===== src/bsc_defines.svh =====
// Constants for the backup status and control register logic
`ifndef BSC_DEFINES_SVH
`define BSC_DEFINES_SVH

// -----------------------------------------------------------------
// Command codes
// -----------------------------------------------------------------
`define BSC_CMD_CTRL     8'h12
`define BSC_CMD_STAT     8'h3d

// -----------------------------------------------------------------
// Reset values, fixed status bits, strap wait and synchroniser width
// -----------------------------------------------------------------
`define BSC_PIN_EN_RST   3'h0
`define BSC_PIN_LVL_RST  3'h0
`define BSC_STAT_ONE     1'h1
`define BSC_STAT_ZERO2   2'h0
`define BSC_STRAP_WAIT   2'h2
`define BSC_SYNC_W       14

`endif


===== src/bsc_pkg.sv =====
// Types for the backup status and control register logic
package bsc_pkg;

   // --------------------------------------------------------------
   // Status word, bit 15 first; pin index 2 is io_pin_1
   // --------------------------------------------------------------
   typedef struct packed {
      logic       calib_running;
      logic       calib_done;
      logic       backup_active;
      logic [1:0] rsvd_hi;
      logic [2:0] pin_sense;
      logic       rsvd_one;
      logic       charge_fault;
      logic       backup_fault;
      logic       calib_fault;
      logic       charge_phase_lo;
      logic       charge_phase_hi;
      logic       rsvd_lo;
      logic       charge_hold_flag;
   } bsc_status_t;

   // --------------------------------------------------------------
   // Control word, bit 15 first; pin index 2 is io_pin_1
   // --------------------------------------------------------------
   typedef struct packed {
      logic       calib_go;
      logic       calib_clear;
      logic [2:0] pin_en;
      logic [2:0] pin_level;
      logic       rsvd;
      logic       pin1_charging_route;
      logic       pin2_fault_route;
      logic       pin3_calibdone_route;
      logic       charge_clear_cmd;
      logic       full_reinit_cmd;
      logic       fault_clear_cmd;
      logic       charge_hold_ctl;
   } bsc_ctrl_t;

   // --------------------------------------------------------------
   // Command from the bus protocol engine
   // --------------------------------------------------------------
   typedef struct packed {
      logic        wr;
      logic        rd;
      logic [7:0]  code;
      logic [15:0] data;
   } bsc_cmd_t;

   typedef enum logic {
      BSC_CAL_IDLE,
      BSC_CAL_RUN
   } bsc_cal_state_t;

endpackage


===== src/bsc_regs.sv =====
// Backup status and control register logic
//
// Overview of operation
// - Set backup fault on low cell voltage
// - Fault clears by shutdown or commands with supply
// - Early calibration end sets calibration fault
// - Charge phase reads off/pre/bulk/top-off
// - Hold flag mirrors charge hold control bit
// - Control word is write-only, never read back
// - Calibration go starts calibration, self-clears
// - Calibration clear clears flags, stops calibration
// - Enable bit drives pin; strap sets default after shutdown or reinit
// - Level bit drives pin unless routed, default low
// - Pin 1 routed shows inverted charging active
// - Pin 2 routed shows inverted backup fault
// - Pin 3 routed shows inverted calibration done
// - Routed signal needs pin enable set
// - Charge clear resets charger, keeps control
// - Full reinit restores all power-on defaults
// - Fault clear command clears backup fault
// - Hold stops current, pauses timers, keeps values
// - Power or battery return clears hold
// - Pin sense always shows pin level
// - Calibration done set at finish until cleared
`timescale 1ns/100ps
`include "bsc_defines.svh"
`default_nettype none

module bsc_regs
   import bsc_pkg::*;
(
   input  wire logic        clk_i,
   input  wire logic        resetn_i,
   input  wire bsc_cmd_t    cmd_i,
   output var  logic        rd_valid_o,
   output var  logic        rd_err_o,
   output var  logic [15:0] rd_data_o,
   input  wire logic        cell_low_i,
   input  wire logic        bat_ok_i,
   input  wire logic        supply_ok_i,
   input  wire logic        shutdown_pin_i,
   input  wire logic        addr_select_mid_i,
   input  wire logic [1:0]  charge_phase_i,
   input  wire logic        charge_fault_i,
   input  wire logic        backup_active_i,
   input  wire logic        power_in_i,
   input  wire logic        bat_present_i,
   input  wire logic        calib_finish_i,
   input  wire logic        calib_abort_i,
   input  wire logic [2:0]  pin_i,
   output var  logic [2:0]  pin_o,
   output var  logic [2:0]  pin_oe_o,
   output var  logic        calib_start_o,
   output var  logic        calib_run_o,
   output var  logic        charge_clear_o,
   output var  logic        charge_hold_o,
   output var  logic        chip_reinit_o
);

   // --------------------------------------------------------------
   // Input synchronisers
   // --------------------------------------------------------------
   // Every pin and analog comparator passes two flops; the third
   // stage only feeds the edge detectors below.
   logic [`BSC_SYNC_W-1:0] async_w;
   logic [`BSC_SYNC_W-1:0] sync1_q;
   logic [`BSC_SYNC_W-1:0] sync2_q;
   logic [1:0]             edge3_q;

   assign async_w = {cell_low_i, bat_ok_i, supply_ok_i,
                     shutdown_pin_i, addr_select_mid_i,
                     charge_phase_i, charge_fault_i,
                     backup_active_i, power_in_i,
                     bat_present_i, pin_i};

   always_ff @(posedge clk_i or negedge resetn_i) begin
      if (!resetn_i) begin
         sync1_q <= '0;
         sync2_q <= '0;
      end else begin
         sync1_q <= async_w;
         sync2_q <= sync1_q;
      end
   end

   logic       cell_low_s;
   logic       bat_ok_s;
   logic       supply_ok_s;
   logic       shutdown_pin_s;
   logic       strap_s;
   logic [1:0] phase_s;
   logic       chg_fault_s;
   logic       bkup_act_s;
   logic       pwr_in_s;
   logic       bat_in_s;
   logic [2:0] pin_s;

   assign {cell_low_s, bat_ok_s, supply_ok_s, shutdown_pin_s, strap_s,
           phase_s, chg_fault_s, bkup_act_s, pwr_in_s,
           bat_in_s, pin_s} = sync2_q;

   always_ff @(posedge clk_i or negedge resetn_i) begin
      if (!resetn_i) begin
         edge3_q <= 2'h0;
      end else begin
         edge3_q <= {pwr_in_s, bat_in_s};
      end
   end

   logic power_return;
   logic bat_return;

   assign power_return = pwr_in_s & ~edge3_q[1];
   assign bat_return   = bat_in_s & ~edge3_q[0];

   // --------------------------------------------------------------
   // Command decode
   // --------------------------------------------------------------
   logic      ctl_wr;
   bsc_ctrl_t ctl_w;

   assign ctl_wr = cmd_i.wr && (cmd_i.code == `BSC_CMD_CTRL);
   assign ctl_w  = bsc_ctrl_t'(cmd_i.data);

   function automatic logic cmd_one(input logic wr_en,
                                    input logic bit_v);
      cmd_one = wr_en & bit_v;
   endfunction

   // --------------------------------------------------------------
   // Whole-chip reinit
   // --------------------------------------------------------------
   // The reinit command is taken one cycle late so that it is a
   // clean synchronous reset for the calibration, pin configuration and hold registers below.
   logic reinit_q;
   logic srst;

   always_ff @(posedge clk_i or negedge resetn_i) begin
      if (!resetn_i) begin
         reinit_q <= 1'b0;
      end else begin
         reinit_q <= cmd_one(ctl_wr, ctl_w.full_reinit_cmd);
      end
   end

   assign srst = shutdown_pin_s | reinit_q;

   always_ff @(posedge clk_i or negedge resetn_i) begin
      if (!resetn_i) begin
         chip_reinit_o <= 1'b0;
      end else begin
         chip_reinit_o <= reinit_q;
      end
   end

   // --------------------------------------------------------------
   // Backup fault
   // --------------------------------------------------------------
   // A clear asked for while the output supply is still absent is
   // held until the supply returns, then applied once.
   logic backup_fault_q;
   logic flt_clr_pend_q;

   always_ff @(posedge clk_i or negedge resetn_i) begin
      if (!resetn_i) begin
         flt_clr_pend_q <= 1'b0;
      end else if (shutdown_pin_s || supply_ok_s) begin
         flt_clr_pend_q <= 1'b0;
      end else if (cmd_one(ctl_wr, ctl_w.fault_clear_cmd) ||
                   cmd_one(ctl_wr, ctl_w.full_reinit_cmd)) begin
         flt_clr_pend_q <= 1'b1;
      end
   end

   logic flt_clr;

   assign flt_clr = supply_ok_s &&
                    (cmd_one(ctl_wr, ctl_w.fault_clear_cmd) ||
                     cmd_one(ctl_wr, ctl_w.full_reinit_cmd) ||
                     flt_clr_pend_q);

   always_ff @(posedge clk_i or negedge resetn_i) begin
      if (!resetn_i) begin
         backup_fault_q <= 1'b0;
      end else if (!bat_ok_s) begin
         backup_fault_q <= 1'b0;
      end else if (cell_low_s) begin
         backup_fault_q <= 1'b1;
      end else if (shutdown_pin_s || flt_clr) begin
         backup_fault_q <= 1'b0;
      end
   end

   // --------------------------------------------------------------
   // Calibration
   // --------------------------------------------------------------
   bsc_cal_state_t cal_state_q;
   logic           calib_done_q;
   logic           calib_fault_q;
   logic           cal_clr;

   assign cal_clr = cmd_one(ctl_wr, ctl_w.calib_clear);

   always_ff @(posedge clk_i or negedge resetn_i) begin
      if (!resetn_i) begin
         cal_state_q <= BSC_CAL_IDLE;
      end else if (srst) begin
         cal_state_q <= BSC_CAL_IDLE;
      end else begin
         case (cal_state_q)
            BSC_CAL_IDLE: begin
               if (cmd_one(ctl_wr, ctl_w.calib_go) && !cal_clr) begin
                  cal_state_q <= BSC_CAL_RUN;
               end
            end
            BSC_CAL_RUN: begin
               if (cal_clr || calib_finish_i || calib_abort_i) begin
                  cal_state_q <= BSC_CAL_IDLE;
               end
            end
            default: begin
               cal_state_q <= BSC_CAL_IDLE;
            end
         endcase
      end
   end

   logic cal_running;

   assign cal_running = (cal_state_q == BSC_CAL_RUN);

   // Finish and abort only count while a calibration is running;
   // a set in the same cycle as a clear wins.
   always_ff @(posedge clk_i or negedge resetn_i) begin
      if (!resetn_i) begin
         calib_done_q <= 1'b0;
      end else if (srst) begin
         calib_done_q <= 1'b0;
      end else if (cal_running && calib_finish_i) begin
         calib_done_q <= 1'b1;
      end else if (cal_clr) begin
         calib_done_q <= 1'b0;
      end
   end

   always_ff @(posedge clk_i or negedge resetn_i) begin
      if (!resetn_i) begin
         calib_fault_q <= 1'b0;
      end else if (srst) begin
         calib_fault_q <= 1'b0;
      end else if (cal_running && calib_abort_i) begin
         calib_fault_q <= 1'b1;
      end else if (cal_clr) begin
         calib_fault_q <= 1'b0;
      end
   end

   always_ff @(posedge clk_i or negedge resetn_i) begin
      if (!resetn_i) begin
         calib_start_o <= 1'b0;
         calib_run_o   <= 1'b0;
      end else begin
         calib_start_o <= !srst && !cal_running && !cal_clr &&
                          cmd_one(ctl_wr, ctl_w.calib_go);
         calib_run_o   <= cal_running;
      end
   end

   // --------------------------------------------------------------
   // Pin configuration
   // --------------------------------------------------------------
   // The strap is caught on the second clock after reset, while the synchroniser still holds zero,
   // and again after every shutdown or reinit.
   logic [1:0] strap_cnt_q;
   logic [2:0] pin_en_q;
   logic [2:0] pin_level_q;
   logic [2:0] pin_route_q;

   always_ff @(posedge clk_i or negedge resetn_i) begin
      if (!resetn_i) begin
         strap_cnt_q <= 2'h0;
      end else if (srst) begin
         strap_cnt_q <= 2'h0;
      end else if (strap_cnt_q != `BSC_STRAP_WAIT) begin
         strap_cnt_q <= strap_cnt_q + 2'h1;
      end
   end

   logic strap_load;

   assign strap_load = (strap_cnt_q == (`BSC_STRAP_WAIT - 2'h1));

   always_ff @(posedge clk_i or negedge resetn_i) begin
      if (!resetn_i) begin
         pin_en_q <= `BSC_PIN_EN_RST;
      end else if (srst) begin
         pin_en_q <= `BSC_PIN_EN_RST;
      end else if (strap_load) begin
         pin_en_q <= {3{strap_s}};
      end else if (ctl_wr) begin
         pin_en_q <= ctl_w.pin_en;
      end
   end

   always_ff @(posedge clk_i or negedge resetn_i) begin
      if (!resetn_i) begin
         pin_level_q <= `BSC_PIN_LVL_RST;
         pin_route_q <= 3'h0;
      end else if (srst) begin
         pin_level_q <= `BSC_PIN_LVL_RST;
         pin_route_q <= 3'h0;
      end else if (ctl_wr) begin
         pin_level_q <= ctl_w.pin_level;
         pin_route_q <= {ctl_w.pin1_charging_route,
                         ctl_w.pin2_fault_route,
                         ctl_w.pin3_calibdone_route};
      end
   end

   logic       charging_active;
   logic [2:0] pin_val;

   assign charging_active = phase_s[1] | phase_s[0];

   always_comb begin
      pin_val = pin_level_q;
      if (pin_route_q[2]) begin
         pin_val[2] = ~charging_active;
      end
      if (pin_route_q[1]) begin
         pin_val[1] = ~backup_fault_q;
      end
      if (pin_route_q[0]) begin
         pin_val[0] = ~calib_done_q;
      end
   end

   // Value and enable are registered together, so a routed
   // signal only leaves the chip through an enabled pin.
   always_ff @(posedge clk_i or negedge resetn_i) begin
      if (!resetn_i) begin
         pin_o    <= 3'h0;
         pin_oe_o <= 3'h0;
      end else begin
         pin_o    <= pin_val;
         pin_oe_o <= pin_en_q;
      end
   end

   // --------------------------------------------------------------
   // Charger commands and hold
   // --------------------------------------------------------------
   logic charge_hold_q;

   always_ff @(posedge clk_i or negedge resetn_i) begin
      if (!resetn_i) begin
         charge_clear_o <= 1'b0;
      end else begin
         charge_clear_o <= !srst &&
                           cmd_one(ctl_wr, ctl_w.charge_clear_cmd);
      end
   end

   // A returning supply or battery beats a write in the same cycle,
   // since the hold must not outlive the event that ends it.
   always_ff @(posedge clk_i or negedge resetn_i) begin
      if (!resetn_i) begin
         charge_hold_q <= 1'b0;
      end else if (srst || power_return || bat_return) begin
         charge_hold_q <= 1'b0;
      end else if (ctl_wr) begin
         charge_hold_q <= ctl_w.charge_hold_ctl;
      end
   end

   always_ff @(posedge clk_i or negedge resetn_i) begin
      if (!resetn_i) begin
         charge_hold_o <= 1'b0;
      end else begin
         charge_hold_o <= charge_hold_q;
      end
   end

   // --------------------------------------------------------------
   // Status read
   // --------------------------------------------------------------
   bsc_status_t stat_w;

   always_comb begin
      stat_w                  = '0;
      stat_w.calib_running    = cal_running;
      stat_w.calib_done       = calib_done_q;
      stat_w.backup_active    = bkup_act_s;
      stat_w.rsvd_hi          = `BSC_STAT_ZERO2;
      stat_w.pin_sense        = pin_s;
      stat_w.rsvd_one         = `BSC_STAT_ONE;
      stat_w.charge_fault     = chg_fault_s;
      stat_w.backup_fault     = backup_fault_q;
      stat_w.calib_fault      = calib_fault_q;
      stat_w.charge_phase_lo  = phase_s[0];
      stat_w.charge_phase_hi  = phase_s[1];
      stat_w.charge_hold_flag = charge_hold_q;
   end

   // Only the status code answers with data; the control code and
   // anything unknown answer zero with the error flag.
   always_ff @(posedge clk_i or negedge resetn_i) begin
      if (!resetn_i) begin
         rd_valid_o <= 1'b0;
         rd_err_o   <= 1'b0;
         rd_data_o  <= 16'h0000;
      end else if (cmd_i.rd) begin
         rd_valid_o <= 1'b1;
         if (cmd_i.code == `BSC_CMD_STAT) begin
            rd_err_o  <= 1'b0;
            rd_data_o <= stat_w;
         end else begin
            rd_err_o  <= 1'b1;
            rd_data_o <= 16'h0000;
         end
      end else begin
         rd_valid_o <= 1'b0;
         rd_err_o   <= 1'b0;
      end
   end

endmodule

`default_nettype wire


===== config.mk =====
export PLATFORM = sky130hd
export DESIGN_NAME = bsc_regs
export DESIGN_NICKNAME = d
export VERILOG_FILES = /design/src/bsc_pkg.sv /design/src/bsc_regs.sv
export VERILOG_INCLUDE_DIRS = /design/src
export SDC_FILE = /design/constraint.sdc
export NUM_CORES = 1
export LEC_CHECK = 0
export CAP_MARGIN = 20
export CORE_UTILIZATION = 35
export CTS_BUF_LIST = sky130_fd_sc_hd__clkbuf_4
export CTS_CLUSTER_DIAMETER = 30
export DETAILED_ROUTE_END_ITERATION = 7
export DONT_BUFFER_PORTS = 1
export SLEW_MARGIN = 15
export SYNTH_ARGS = -nofsm -noshare
export SYNTH_HDL_FRONTEND = slang
export SYNTH_SLANG_ARGS = --single-unit

===== constraint.sdc =====
create_clock -name clk_i -period 2.1 [get_ports clk_i]
set_input_delay 0.63 -clock clk_i [delete_from_list [all_inputs] [get_ports clk_i]]
set_output_delay 0.63 -clock clk_i [all_outputs]
set_load 0.02 [all_outputs]

-- Word-level counts from Yosys, hierarchy flattened
Index checks and enable logic that the tools add are counted.
- $add $sub $neg: 1
- equal/unequal tests: 5
- mux-type cells: 32
- bitwise operators: 15
- reductions and logical operators: 27
- operators with widths (operator ; number):
    1-bit 2-to-1 mux ; 21
    3-bit 2-to-1 mux ; 7
    16-bit 2-to-1 mux ; 1
    1-bit logical AND ; 9
    3-bit nonzero test ; 3
    8-bit by 5-bit == test with 1-bit output, second input constant ; 1
    8-bit by 6-bit == test with 1-bit output, second input constant ; 1
    1-bit logical OR ; 8
    2-bit nonzero test ; 4
    1-bit AND ; 7
    1-bit inverter ; 6
    2-bit 2-to-1 mux ; 2
    1-bit zero test ; 3
    3-bit by 1-bit inequality test with 1-bit output, second input constant ; 1
    2-bit by 1-bit adder with 2-bit output, second input constant ; 1
    2-bit by 1-bit == test with 1-bit output, second input constant ; 1
    2-bit inequality test, second input constant ; 1
    1-bit OR ; 2
    1-bit one-hot mux with 2 select lines ; 1
- flip-flop bits (word level): 77
- input port bits: 44
- output and inout bits: 29
- word-level logic and storage cells: 104

-- Depth between registers and ports, before layout
Gate-level depths: netlist (run 1).
- depth in word-level cells: 10
- mapped depth: 5
- mapped depth without buffers: 5

-- Worst setup path after synthesis (run 1)
Ideal clock, no wire load.
- kind: input-to-reg
- from: input port cmd_i[23] (netlist bit)
- to: register rd_data_o[10]
- setup time: 0.081 ns
- arrival time: 1.777 ns
- required time: 2.019 ns
- slack: 0.242 ns
- cell stages on the path: 5
- path buffers: 2
- cell sequence: or3b_1 > buf_6 > or3_4 > buf_6 > o22ai_2
- cells in the longest elaborated chain, start to end: 2
- ends and longest elaborated chain (what ; line ; text):
    start, declared ; bsc_regs.sv:34 ; input wire bsc_cmd_t cmd_i,
    8-bit by 6-bit == test with 1-bit output (no source line) ; n/a ;
    16-bit 2-to-1 mux ; bsc_regs.sv:414 ; if (cmd_i.code == `BSC_CMD_STAT) begin
    end signal, assigned ; bsc_regs.sv:416 ; rd_data_o <= stat_w;
    end, declared ; bsc_regs.sv:37 ; output var logic [15:0] rd_data_o,
Every way passes these cells.
A chain may end at the register's enable or synchronous reset.

-- Final worst setup path (run 1)
- from: input port cmd_i[23] (netlist bit)
- to: register rd_err_o
- cells in the longest elaborated chain, start to end: 3
- ends and longest elaborated chain (what ; line ; text):
    8-bit by 6-bit == test with 1-bit output (no source line) ; n/a ;
    1-bit 2-to-1 mux ; bsc_regs.sv:414 ;
    1-bit 2-to-1 mux ; bsc_regs.sv:412 ; end else if (cmd_i.rd) begin
    end signal, assigned ; bsc_regs.sv:410 ; rd_err_o <= 1'b0;
    end signal, assigned ; bsc_regs.sv:415 ; rd_err_o <= 1'b0;
    end signal, assigned ; bsc_regs.sv:418 ; rd_err_o <= 1'b1;
    end, declared ; bsc_regs.sv:36 ; output var logic rd_err_o,
Every way passes these cells.

==> results.toml, run 1 <==
[run_status]
status = "finished with violations"
violations = "hold timing"

[finish]
diodes = 0
layout_common_cells = "dfrtp_1 (74), nand2_1 (27), inv_1 (19)"
final-instance-count-excl-fill = 317
area_delta_synth_final_pct = 9.57
final_net_count = 259
layout.area.seq_um2 = 1850
drive_gt1_frac = 0.156
multi_input_area_um2 = 721
finalInstanceArea_um2 = 2970
fillerInstances = 728
final_common_cell = "dfrtp_1"

[synth]
synth_edf_count = 0
ys_seq_area_frac = 0.684
syn_avg_cell_area_um2 = 13.1
yosysWarnings = 0
ys_ff_latch = 74
synth.distinct_cells = 38
syn_area_um2 = 2710
synth-async-reset-ratio = 1.00
ys.flop_type = "dfrtp_1"
syn_inst = 206

[floorplanning]
pin_count = 73
die_w_um = 90.0
num_rows = 31
initial_core_util = 0.367
coreArea_um2 = 7370
fp.dieArea_um2 = 8090
dieHeight_um = 90.0

[setup_path]
path_class = "in2reg"
cp_data_required_time_ns = 2.41
end_kind = "flip-flop"
cp.arrival_ns = 1.89
regToRegStartpoint = "sync2_q[10]"
start_kind = "input pin"
ff2ff_setup_slack_ns = 0.82
crit_fanout = 14
r2r_end = "backup_fault_q"
reg2reg_depth = 2

[power_and_ir_drop]
switchingPower_mw = 0.641
pwr-share-comb = 0.051
leakage_nw = 1.29
p_total_mw = 2.70
power_density_nw_per_um2 = 910
p_clk_frac = 0.363
vdd_drop_max_uv = 303
switching_share = 0.237
intPower_mw = 2.06
p_seq_frac = 0.586

[global_routing]
overflow = 0
use_met2 = 0.208
grt-busiest-layer = "met2"
grt_max_degree = 75
grt_pass1_wl_um = 8050
use_met1 = 0.166
antenna_found_initial = 0
use_met3 = 0.0533
grt.total_usage = 0.134
grt_pass1_vias = 1607

[timing]
max_freq_mhz = 633
holdWs_ns = -0.115
slew_violations = 0
worst_slew_pin_slew_ns = 0.556
period_needed_ns = 1.58
finalHoldViolCount = 74
fin_crit_sh = 0.753
setup_violations = 0
rsz0062_at_grt = "false"
skew_ns = 0.00945
final.setup.tns_ns = 0
slew_headroom = 0.628

[route]
routed_wirelength_um = 4820
detail_route.vias_per_cell = 4.69
drt_pass1_iterations = 4
final_antenna_net_count = 0
vias = 1486
post_drt_wl_per_cell_um = 15.2
post-route-drc-count = 0
dr.first_iter.drc_count = 47

[placement]
hpwl_um = 3140
port-buffer-count = 0
placed_cells = 301
placed_area_um2 = 2810
gp_congestion = 0.712

[cts]
post_cts_resized = 0
clockBufferDepth = 2
clk_latency_ns = 0.41
clk_pin_slew_worst_paths_ns = 0.12
clkSinkCount = 74
cts-htree-levels = 3
post_cts_buffers = 0
numCtsBuffers = 9
tritoncts = "yes"
cts_root_buf = "clkbuf_4"

[min_path]
hold_class = "in2async"

[flow_run]
max-cap-violations = 0
critical path, stage by stage:
cell and delay, ns:
or3b_1 0.51, or3_4 0.54, and2_1 0.21
state kept, by name (all words and copies together) (netlist names), 3 cells and up:
register	flops
pin_en_q	3
pin_level_q	3
pin_o	3
pin_oe_o	3
pin_route_q	3
rd_data_o	13
sync1_q	14
sync2_q	14
cell type report:
class | count | share of cell area
Sequential cell | 74 | 0.624
Multi-Input combinational cell | 105 | 0.243
Tap cell | 99 | 0.0418
Clock inverter | 6 | 0.0274
Clock buffer | 10 | 0.0253
Inverter | 19 | 0.0240
Timing Repair Buffer | 4 | 0.0143
per-stage QoR:
stage                      util  setup slack [ns]
final                     0.403             0.520
after detailed placement  0.381            0.0723
after global placement    0.381            0.0860
after CTS                 0.403             0.520
after global routing      0.403             0.504
after floorplan               -             0.242
synthesized netlist by cell type (all sizes together) (2+ instances only):
library cell / instances / area [um2]
dfrtp: 74 / 1850
nand2: 27 / 101
inv: 19 / 71.3
o22ai: 13 / 144
mux2i: 10 / 100
nor2: 9 / 33.8
buf: 8 / 63.8
nand4: 7 / 43.8
a21oi: 4 / 20.0
a31oi: 3 / 18.8
o31ai: 3 / 22.5
a311oi: 2 / 17.5
and2: 2 / 12.5
clkbuf: 2 / 7.51
ha: 2 / 25.0
nand2b: 2 / 12.5
or2: 2 / 12.5
metal layers:
metal	routed length, um	vias to the layer above
met5	0	-
met4	95	0
met3	288	8
met2	2280	53
met1	2160	723
li1	-	702
how the worst max path moves through the flow:
stage | endpoint | depth (start not counted) | slack, ns | start
6_report | rd_err_o | 3 | 0.52 | cmd_i[23]
5_1_grt | rd_data_o[4] | 0 | 0.50 | rd_data_o[4]
4_1_cts | rd_data_o[5] | 0 | 0.52 | rd_data_o[5]
3_5_place_dp | rd_err_o | 3 | 0.07 | cmd_i[23]
3_3_place_gp | rd_err_o | 3 | 0.09 | cmd_i[23]
2_1_floorplan | rd_data_o[10] | 5 | 0.24 | cmd_i[23]
power by group through the flow:
| stage | Sequential (mW) | Clock [mW] | Combinational (mW) |
|---|---|---|---|
| 6_report | 1.58 | 0.980 | 0.138 |
| 5_1_grt | 1.59 | 1.08 | 0.160 |
| 4_1_cts | 1.58 | 1.02 | 0.141 |
| 3_5_place_dp | 1.61 | 0 | 0.140 |
| 3_3_place_gp | 1.61 | 0 | 0.135 |
| 2_1_floorplan | 1.60 | 0 | 0.130 |
logic make-up (layout without fill, tap and decap cells):
kind of cell,Yosys count,count (layout),synth area share
compound gates,28,28,0.0901
xor+xnor,1,1,0.00324
fa+ha+maj,2,2,0.00924
buf+inv,29,39,0.0527
flops,74,74,0.684
mux,11,11,0.0411
other cells,1,3,0.00138
simple gates,60,60,0.118
(Power assumes the default switching activity.)
==> run 2, diff against run 1 <==
--- a/config.mk
+++ b/config.mk
@@ -6,6 +6,7 @@
 export SDC_FILE = /design/constraint.sdc
 export NUM_CORES = 1
 export LEC_CHECK = 0
+export ABC_AREA = 1
 export CAP_MARGIN = 20
 export CORE_UTILIZATION = 35
 export CTS_BUF_LIST = sky130_fd_sc_hd__clkbuf_4
==> constraint.sdc (replaced) <==
create_clock -name clk_i -period 1.5 [get_ports clk_i]
set_input_delay 0.45 -clock clk_i [delete_from_list [all_inputs] [get_ports clk_i]]
set_output_delay 0.45 -clock clk_i [all_outputs]
set_load 0.02 [all_outputs]
==> run 2 against run 1 <==
  * The flow still finishes with violations (hold timing)
  * Setup slack worse by 0.37 ns
  * Hold slack got worse by 0.18 ns
  * Largest power group unchanged
  * Sequential share of layout area rose by 3.6 points
  * Register-to-register slack got worse by 0.58 ns
  * Highest routed layer unchanged
==> results.toml, run 2 <==
[finish]
drive_gt1_frac = 0.145
finalInstanceArea_um2 = 2810
final_net_count = 261
fin_util = 0.406
reg.largest.list = "sync1_q (14), sync2_q (14), rd_data_o (13)"
diodes = 0
final_common_cell = "dfrtp_1"
layout_common_cells = "dfrtp_1 (74), nand2_1 (37), inv_1 (17), nor2_1 (12), a22o_1 (12)"
area_delta_synth_final_pct = 10.5

[floorplanning]
initial_core_util = 0.368
num_rows = 30
dieHeight_um = 87.2
pin_count = 73
coreArea_um2 = 6910
fp.dieArea_um2 = 7600
die_w_um = 87.2

[min_path]
hold_class = "in2async"

[setup_path]
cp_data_required_time_ns = 1.05
start_kind = "flip-flop"
reg2reg_depth = 6
ff2ff_setup_slack_ns = 0.24
r2r_end = "pin_en_q[1]"
crit_end = "rd_data_o[3]"
regToRegStartpoint = "reinit_q"
crit_fanout = 2
path_class = "reg2out"
cp.arrival_ns = 0.90
path_depth = 0
end_kind = "primary output"
critPathLaunch = "rd_data_o[3]"

[synth]
synth_top_area_frac = 0.729
synth-async-reset-ratio = 1.00
ys_seq_area_frac = 0.729
synth.top_cells.by_area = "dfrtp_1 (73%), nand2_1 (5.5%), a22o_1 (4.1%)"
ys.flop_type = "dfrtp_1"
syn_avg_cell_area_um2 = 12.5
syn_area_um2 = 2540
ys_ff_latch = 74
synth.distinct_cells = 26
yosys.area.top_type = "dfrtp_1"
yosysWarnings = 0
ys_top_cells_by_count = "dfrtp_1 (74), nand2_1 (37), inv_1 (17)"
synth_edf_count = 0
syn_inst = 203
post-synth-top-count-cell = "dfrtp_1"

[timing]
finalHoldViolCount = 74
holdWs_ns = -0.291
setup_violations = 0
period_needed_ns = 1.35
final.setup.tns_ns = 0
fin_crit_sh = 0.900
rsz0062_at_grt = "false"
slew_violations = 0
setup_slack_ns = 0.150
skew_ns = 0.00961
max_freq_mhz = 741

[cts]
post_cts_resized = 0
numCtsBuffers = 9
tritoncts = "yes"
clk_pin_slew_worst_paths_ns = 0.13
cts-htree-levels = 3
clockBufferDepth = 2
clk_latency_ns = 0.41
cts_root_buf = "clkbuf_4"
clkSinkCount = 74
post_cts_buffers = 0

[placement]
gp_congestion = 0.717
pre_cts_slack_ns = 0.0282
port-buffer-count = 0
hpwl_um = 2960
placed_area_um2 = 2650

[power_and_ir_drop]
p_clk_frac = 0.340
power_density_nw_per_um2 = 1300
p_seq_frac = 0.602
leakage_nw = 1.38
intPower_mw = 2.70
switchingPower_mw = 0.939
vdd_drop_max_uv = 681
switching_share = 0.258
pwr-share-comb = 0.058

[route]
post-route-drc-count = 0
dr.first_iter.drc_count = 97
routed_wirelength_um = 4280
vias = 1408
post_drt_wl_per_cell_um = 13.5
detail_route.vias_per_cell = 4.46
final_antenna_net_count = 0
drt_pass1_iterations = 4

[global_routing]
grt_max_degree = 75
grt_pass1_wl_um = 6780
antenna_found_initial = 0
grt_pass1_vias = 1377
grt.total_usage = 0.125
overflow = 0

[run_status]
violations = "hold timing"
status = "finished with violations"

[flow_run]
max-cap-violations = 0
-- run 2: changes by cell type after synthesis, sizes merged, moves of 3 or more --
cell,delta
buf,-4
a21oi,+7
a31oi,-3
a22o,+12
mux2i,-10
nor2,+7
nand3,+11
nand4,-6
o22ai,-13
nand2,+12
-- run 2: per-layer routing --
metal,wire (um),part of all wire,vias to the layer above,GRT usage
met2,2080,0.49,41,0.195
met4,78,0.018,0,0.0671
met3,319,0.075,10,0.0559
met5,0,0,-,0
li1,-,-,683,-
met1,1800,0.42,674,0.143
-- run 2: area by class of cell --
class / instances / area, um2
Fill cell: 679 / 4100
Sequential cell: 74 / 1850
Multi-Input combinational cell: 106 / 583
Tap cell: 96 / 120
Clock inverter: 7 / 76.3
Inverter: 20 / 75.1
Clock buffer: 9 / 67.6
Timing Repair Buffer: 4 / 32.5
-- run 2: power groups by stage --
| stage | registers [mW] | logic, mW | clock network, mW |
|---|---|---|---|
| finish | 2.19 | 0.213 | 1.24 |
| global placement | 2.23 | 0.199 | 0 |
| detailed placement | 2.23 | 0.212 | 0 |
| floorplan | 2.22 | 0.176 | 0 |
| CTS | 2.19 | 0.214 | 1.31 |
| global route | 2.21 | 0.251 | 1.38 |
-- run 2: worst min path at each step --
stage	startpoint	end	slack [ns]	cells past startpoint
after detailed placement	resetn_i	rd_data_o[10]	0.16	0
after global placement	resetn_i	rd_data_o[6]	0.16	0
after floorplan	resetn_i	backup_fault_q	0.15	0
after global routing	resetn_i	rd_data_o[6]	-0.35	0
after CTS	resetn_i	rd_data_o[10]	-0.33	0
final	resetn_i	rd_data_o[10]	-0.29	0
-- run 2: cells by family (layout without fill, tap and decap cells) --
kind of cell	count (synthesis)	in the layout	synth area share
and+or+nand+nor	75	75	0.144
DFF	74	74	0.729
other	1	3	0.00148
adders and majority gates	2	2	0.00985
AOI/OAI and AO/OA	26	26	0.0714
buffers and inverters	25	40	0.0443
-- run 2: stage by stage --
stage / hold slack, ns / instances / total power [mW]
2_1_floorplan: 0.154 / 205 / 2.39
5_1_grt: -0.349 / 316 / 3.84
4_1_cts: -0.334 / 315 / 3.71
3_3_place_gp: 0.156 / 299 / 2.43
3_5_place_dp: 0.155 / 299 / 2.45
6_report: -0.291 / 316 / 3.64
==> run 3, diff against run 2 <==
--- a/config.mk
+++ b/config.mk
@@ -13,6 +13,7 @@
 export CTS_CLUSTER_DIAMETER = 30
 export DETAILED_ROUTE_END_ITERATION = 7
 export DONT_BUFFER_PORTS = 1
+export SETUP_SLACK_MARGIN = 0.4
 export SLEW_MARGIN = 15
 export SYNTH_ARGS = -nofsm -noshare
 export SYNTH_HDL_FRONTEND = slang
==> constraint.sdc (replaced) <==
create_clock -name clk_i -period 1.6 [get_ports clk_i]
set_input_delay 0.48 -clock clk_i [delete_from_list [all_inputs] [get_ports clk_i]]
set_output_delay 0.48 -clock clk_i [all_outputs]
set_load 0.02 [all_outputs]
==> run 3 against run 2 <==
  * The run still ends with hold timing left
  * Sequential share of layout area down 2.6 points
  * Combinational power up 8%
  * Critical path depth unchanged
  * Sequential cell count unchanged
  * Sequential power down 6%
  * Clock power about the same
  * Setup slack better by 0.069 ns
  * Total power down 3.2%
  * Routed wire length up 3.5%
  * Count of clock-buffer cells in the layout unchanged
  * Design area up 5.9%
  * Largest cell class unchanged
  * Largest power group unchanged
==> results.toml, run 3 (same netlist as run 2, synthesis figures left out) <==
[finish]
layout_common_cells = "dfrtp_1 (48), nand2_1 (27), dfrtp_2 (26), inv_1 (13), a22o_1 (12)"
fillerInstances = 657
final_net_count = 266
drive_gt1_frac = 0.360
fin_util = 0.430
diodes = 0
final_common_cell = "dfrtp_1"
reg.largest.list = "sync1_q (14), sync2_q (14), rd_data_o (13)"
finalInstanceArea_um2 = 2970
area_delta_synth_final_pct = 17.0

[floorplanning]
pin_count = 73
coreArea_um2 = 6910
num_rows = 30
dieHeight_um = 87.2
die_w_um = 87.2
initial_core_util = 0.368
fp.dieArea_um2 = 7600

[route]
post_drt_wl_per_cell_um = 13.8
final_antenna_net_count = 0
dr.first_iter.drc_count = 56
top_layer_used = "met4"
routed_wirelength_um = 4430
post-route-drc-count = 0
routedLengthMet1_um = 1890
dr_wl_met2_um = 2170
vias = 1432
routed-wl-met3_um = 276
drt_pass1_iterations = 4
detail_route.vias_per_cell = 4.46

[power_and_ir_drop]
pwr-share-comb = 0.065
power_density_nw_per_um2 = 1180
vdd_drop_max_uv = 510
p_seq_frac = 0.585
leakage_nw = 1.38
p_clk_frac = 0.350
switchingPower_mw = 0.943
intPower_mw = 2.58
switching_share = 0.268

[timing]
holdWs_ns = -0.273
max_freq_mhz = 724
period_needed_ns = 1.38
rsz0062_at_grt = "true"
skew_ns = 0.0159
slew_violations = 0
setup_violations = 0
final.setup.tns_ns = 0
fin_crit_sh = 0.863
setup_slack_ns = 0.219
finalHoldViolCount = 74

[setup_path]
path_class = "reg2out"
start_kind = "flip-flop"
cp.arrival_ns = 0.90
crit_fanout = 2
cp_data_required_time_ns = 1.12
ff2ff_setup_slack_ns = 0.41
reg2reg_depth = 6
regToRegStartpoint = "sync2_q[10]"
path_depth = 0
critPathLaunch = "rd_data_o[13]"
end_kind = "primary output"

[global_routing]
grt_pass1_vias = 1450
antenna_found_initial = 0
grt_max_degree = 75
grt_pass1_wl_um = 7080
grt.total_usage = 0.128
overflow = 0

[placement]
placed_area_um2 = 2680
pre_cts_slack_ns = 0.179
hpwl_um = 3030
gp_congestion = 0.730
port-buffer-count = 0

[cts]
clk_pin_slew_worst_paths_ns = 0.14
cts_root_buf = "clkbuf_4"
clk_latency_ns = 0.42
clockBufferDepth = 2
tritoncts = "yes"
cts-htree-levels = 3
numCtsBuffers = 9
clkSinkCount = 74

[min_path]
hold_class = "in2async"

[run_status]
violations = "hold timing"
status = "finished with violations"

[flow_run]
max-cap-violations = 0
==> run 3: cell count changes in the layout (fill, tap and decap cells not counted), sizes merged <==
cell,change
clkinv,-1
inv,+1
dlygate4sd3,-1
buf,+6
==> run 3: layer usage <==
metal	up-vias	track usage
met1	685	0.157
met3	9	0.0493
met5	-	0
met2	42	0.195
met4	0	0.0715
li1	696	-
==> run 3: power groups by stage <==
stage	Combinational (mW)	Sequential, mW	Clock, mW
4_1_cts	0.205	2.06	1.28
3_5_place_dp	0.199	2.10	0
2_1_floorplan	0.170	2.08	0
5_1_grt	0.263	2.07	1.37
3_3_place_gp	0.192	2.09	0
6_report	0.229	2.06	1.23
==> run 3: worst paths after layout <==
check	endpoint
worst max-delay path	rd_data_o[13]
worst min-delay path	rd_data_o[13]
worst max register to register	pin_en_q[1]
min in group clk_i	sync1_q[5]
max in group asynchronous	chip_reinit_o
worst min register to register	sync2_q[9]
==> run 3: cell type report <==
cell class | count | area, um2 | area share
inverter | 20 | 103 | 0.0345
tap | 96 | 120 | 0.0404
clock inverter | 7 | 85.1 | 0.0286
multi-input combinational | 106 | 631 | 0.212
timing repair buffer | 9 | 82.6 | 0.0278
clock buffer | 9 | 67.6 | 0.0227
sequential | 74 | 1880 | 0.634
==> run 3: through the flow <==
stage               hold WS, ns  power (mW)  std cells
floorplan                 0.184        2.25        205
CTS                      -0.303        3.54        316
finish                   -0.273        3.52        321
detailed placement        0.185        2.29        298
global placement          0.186        2.28        298
global route             -0.316        3.71        321
==> run 3: what timing repair did <==
item / 4_1_cts / 5_1_grt
setup endpoints to repair: 29 / 37
pin swaps: 1 / 8
resized for setup: 18 / 28
cloned: 0 / 0
endpoints found under the hold margin: 74 / 74
buffers inserted: 2 / 5
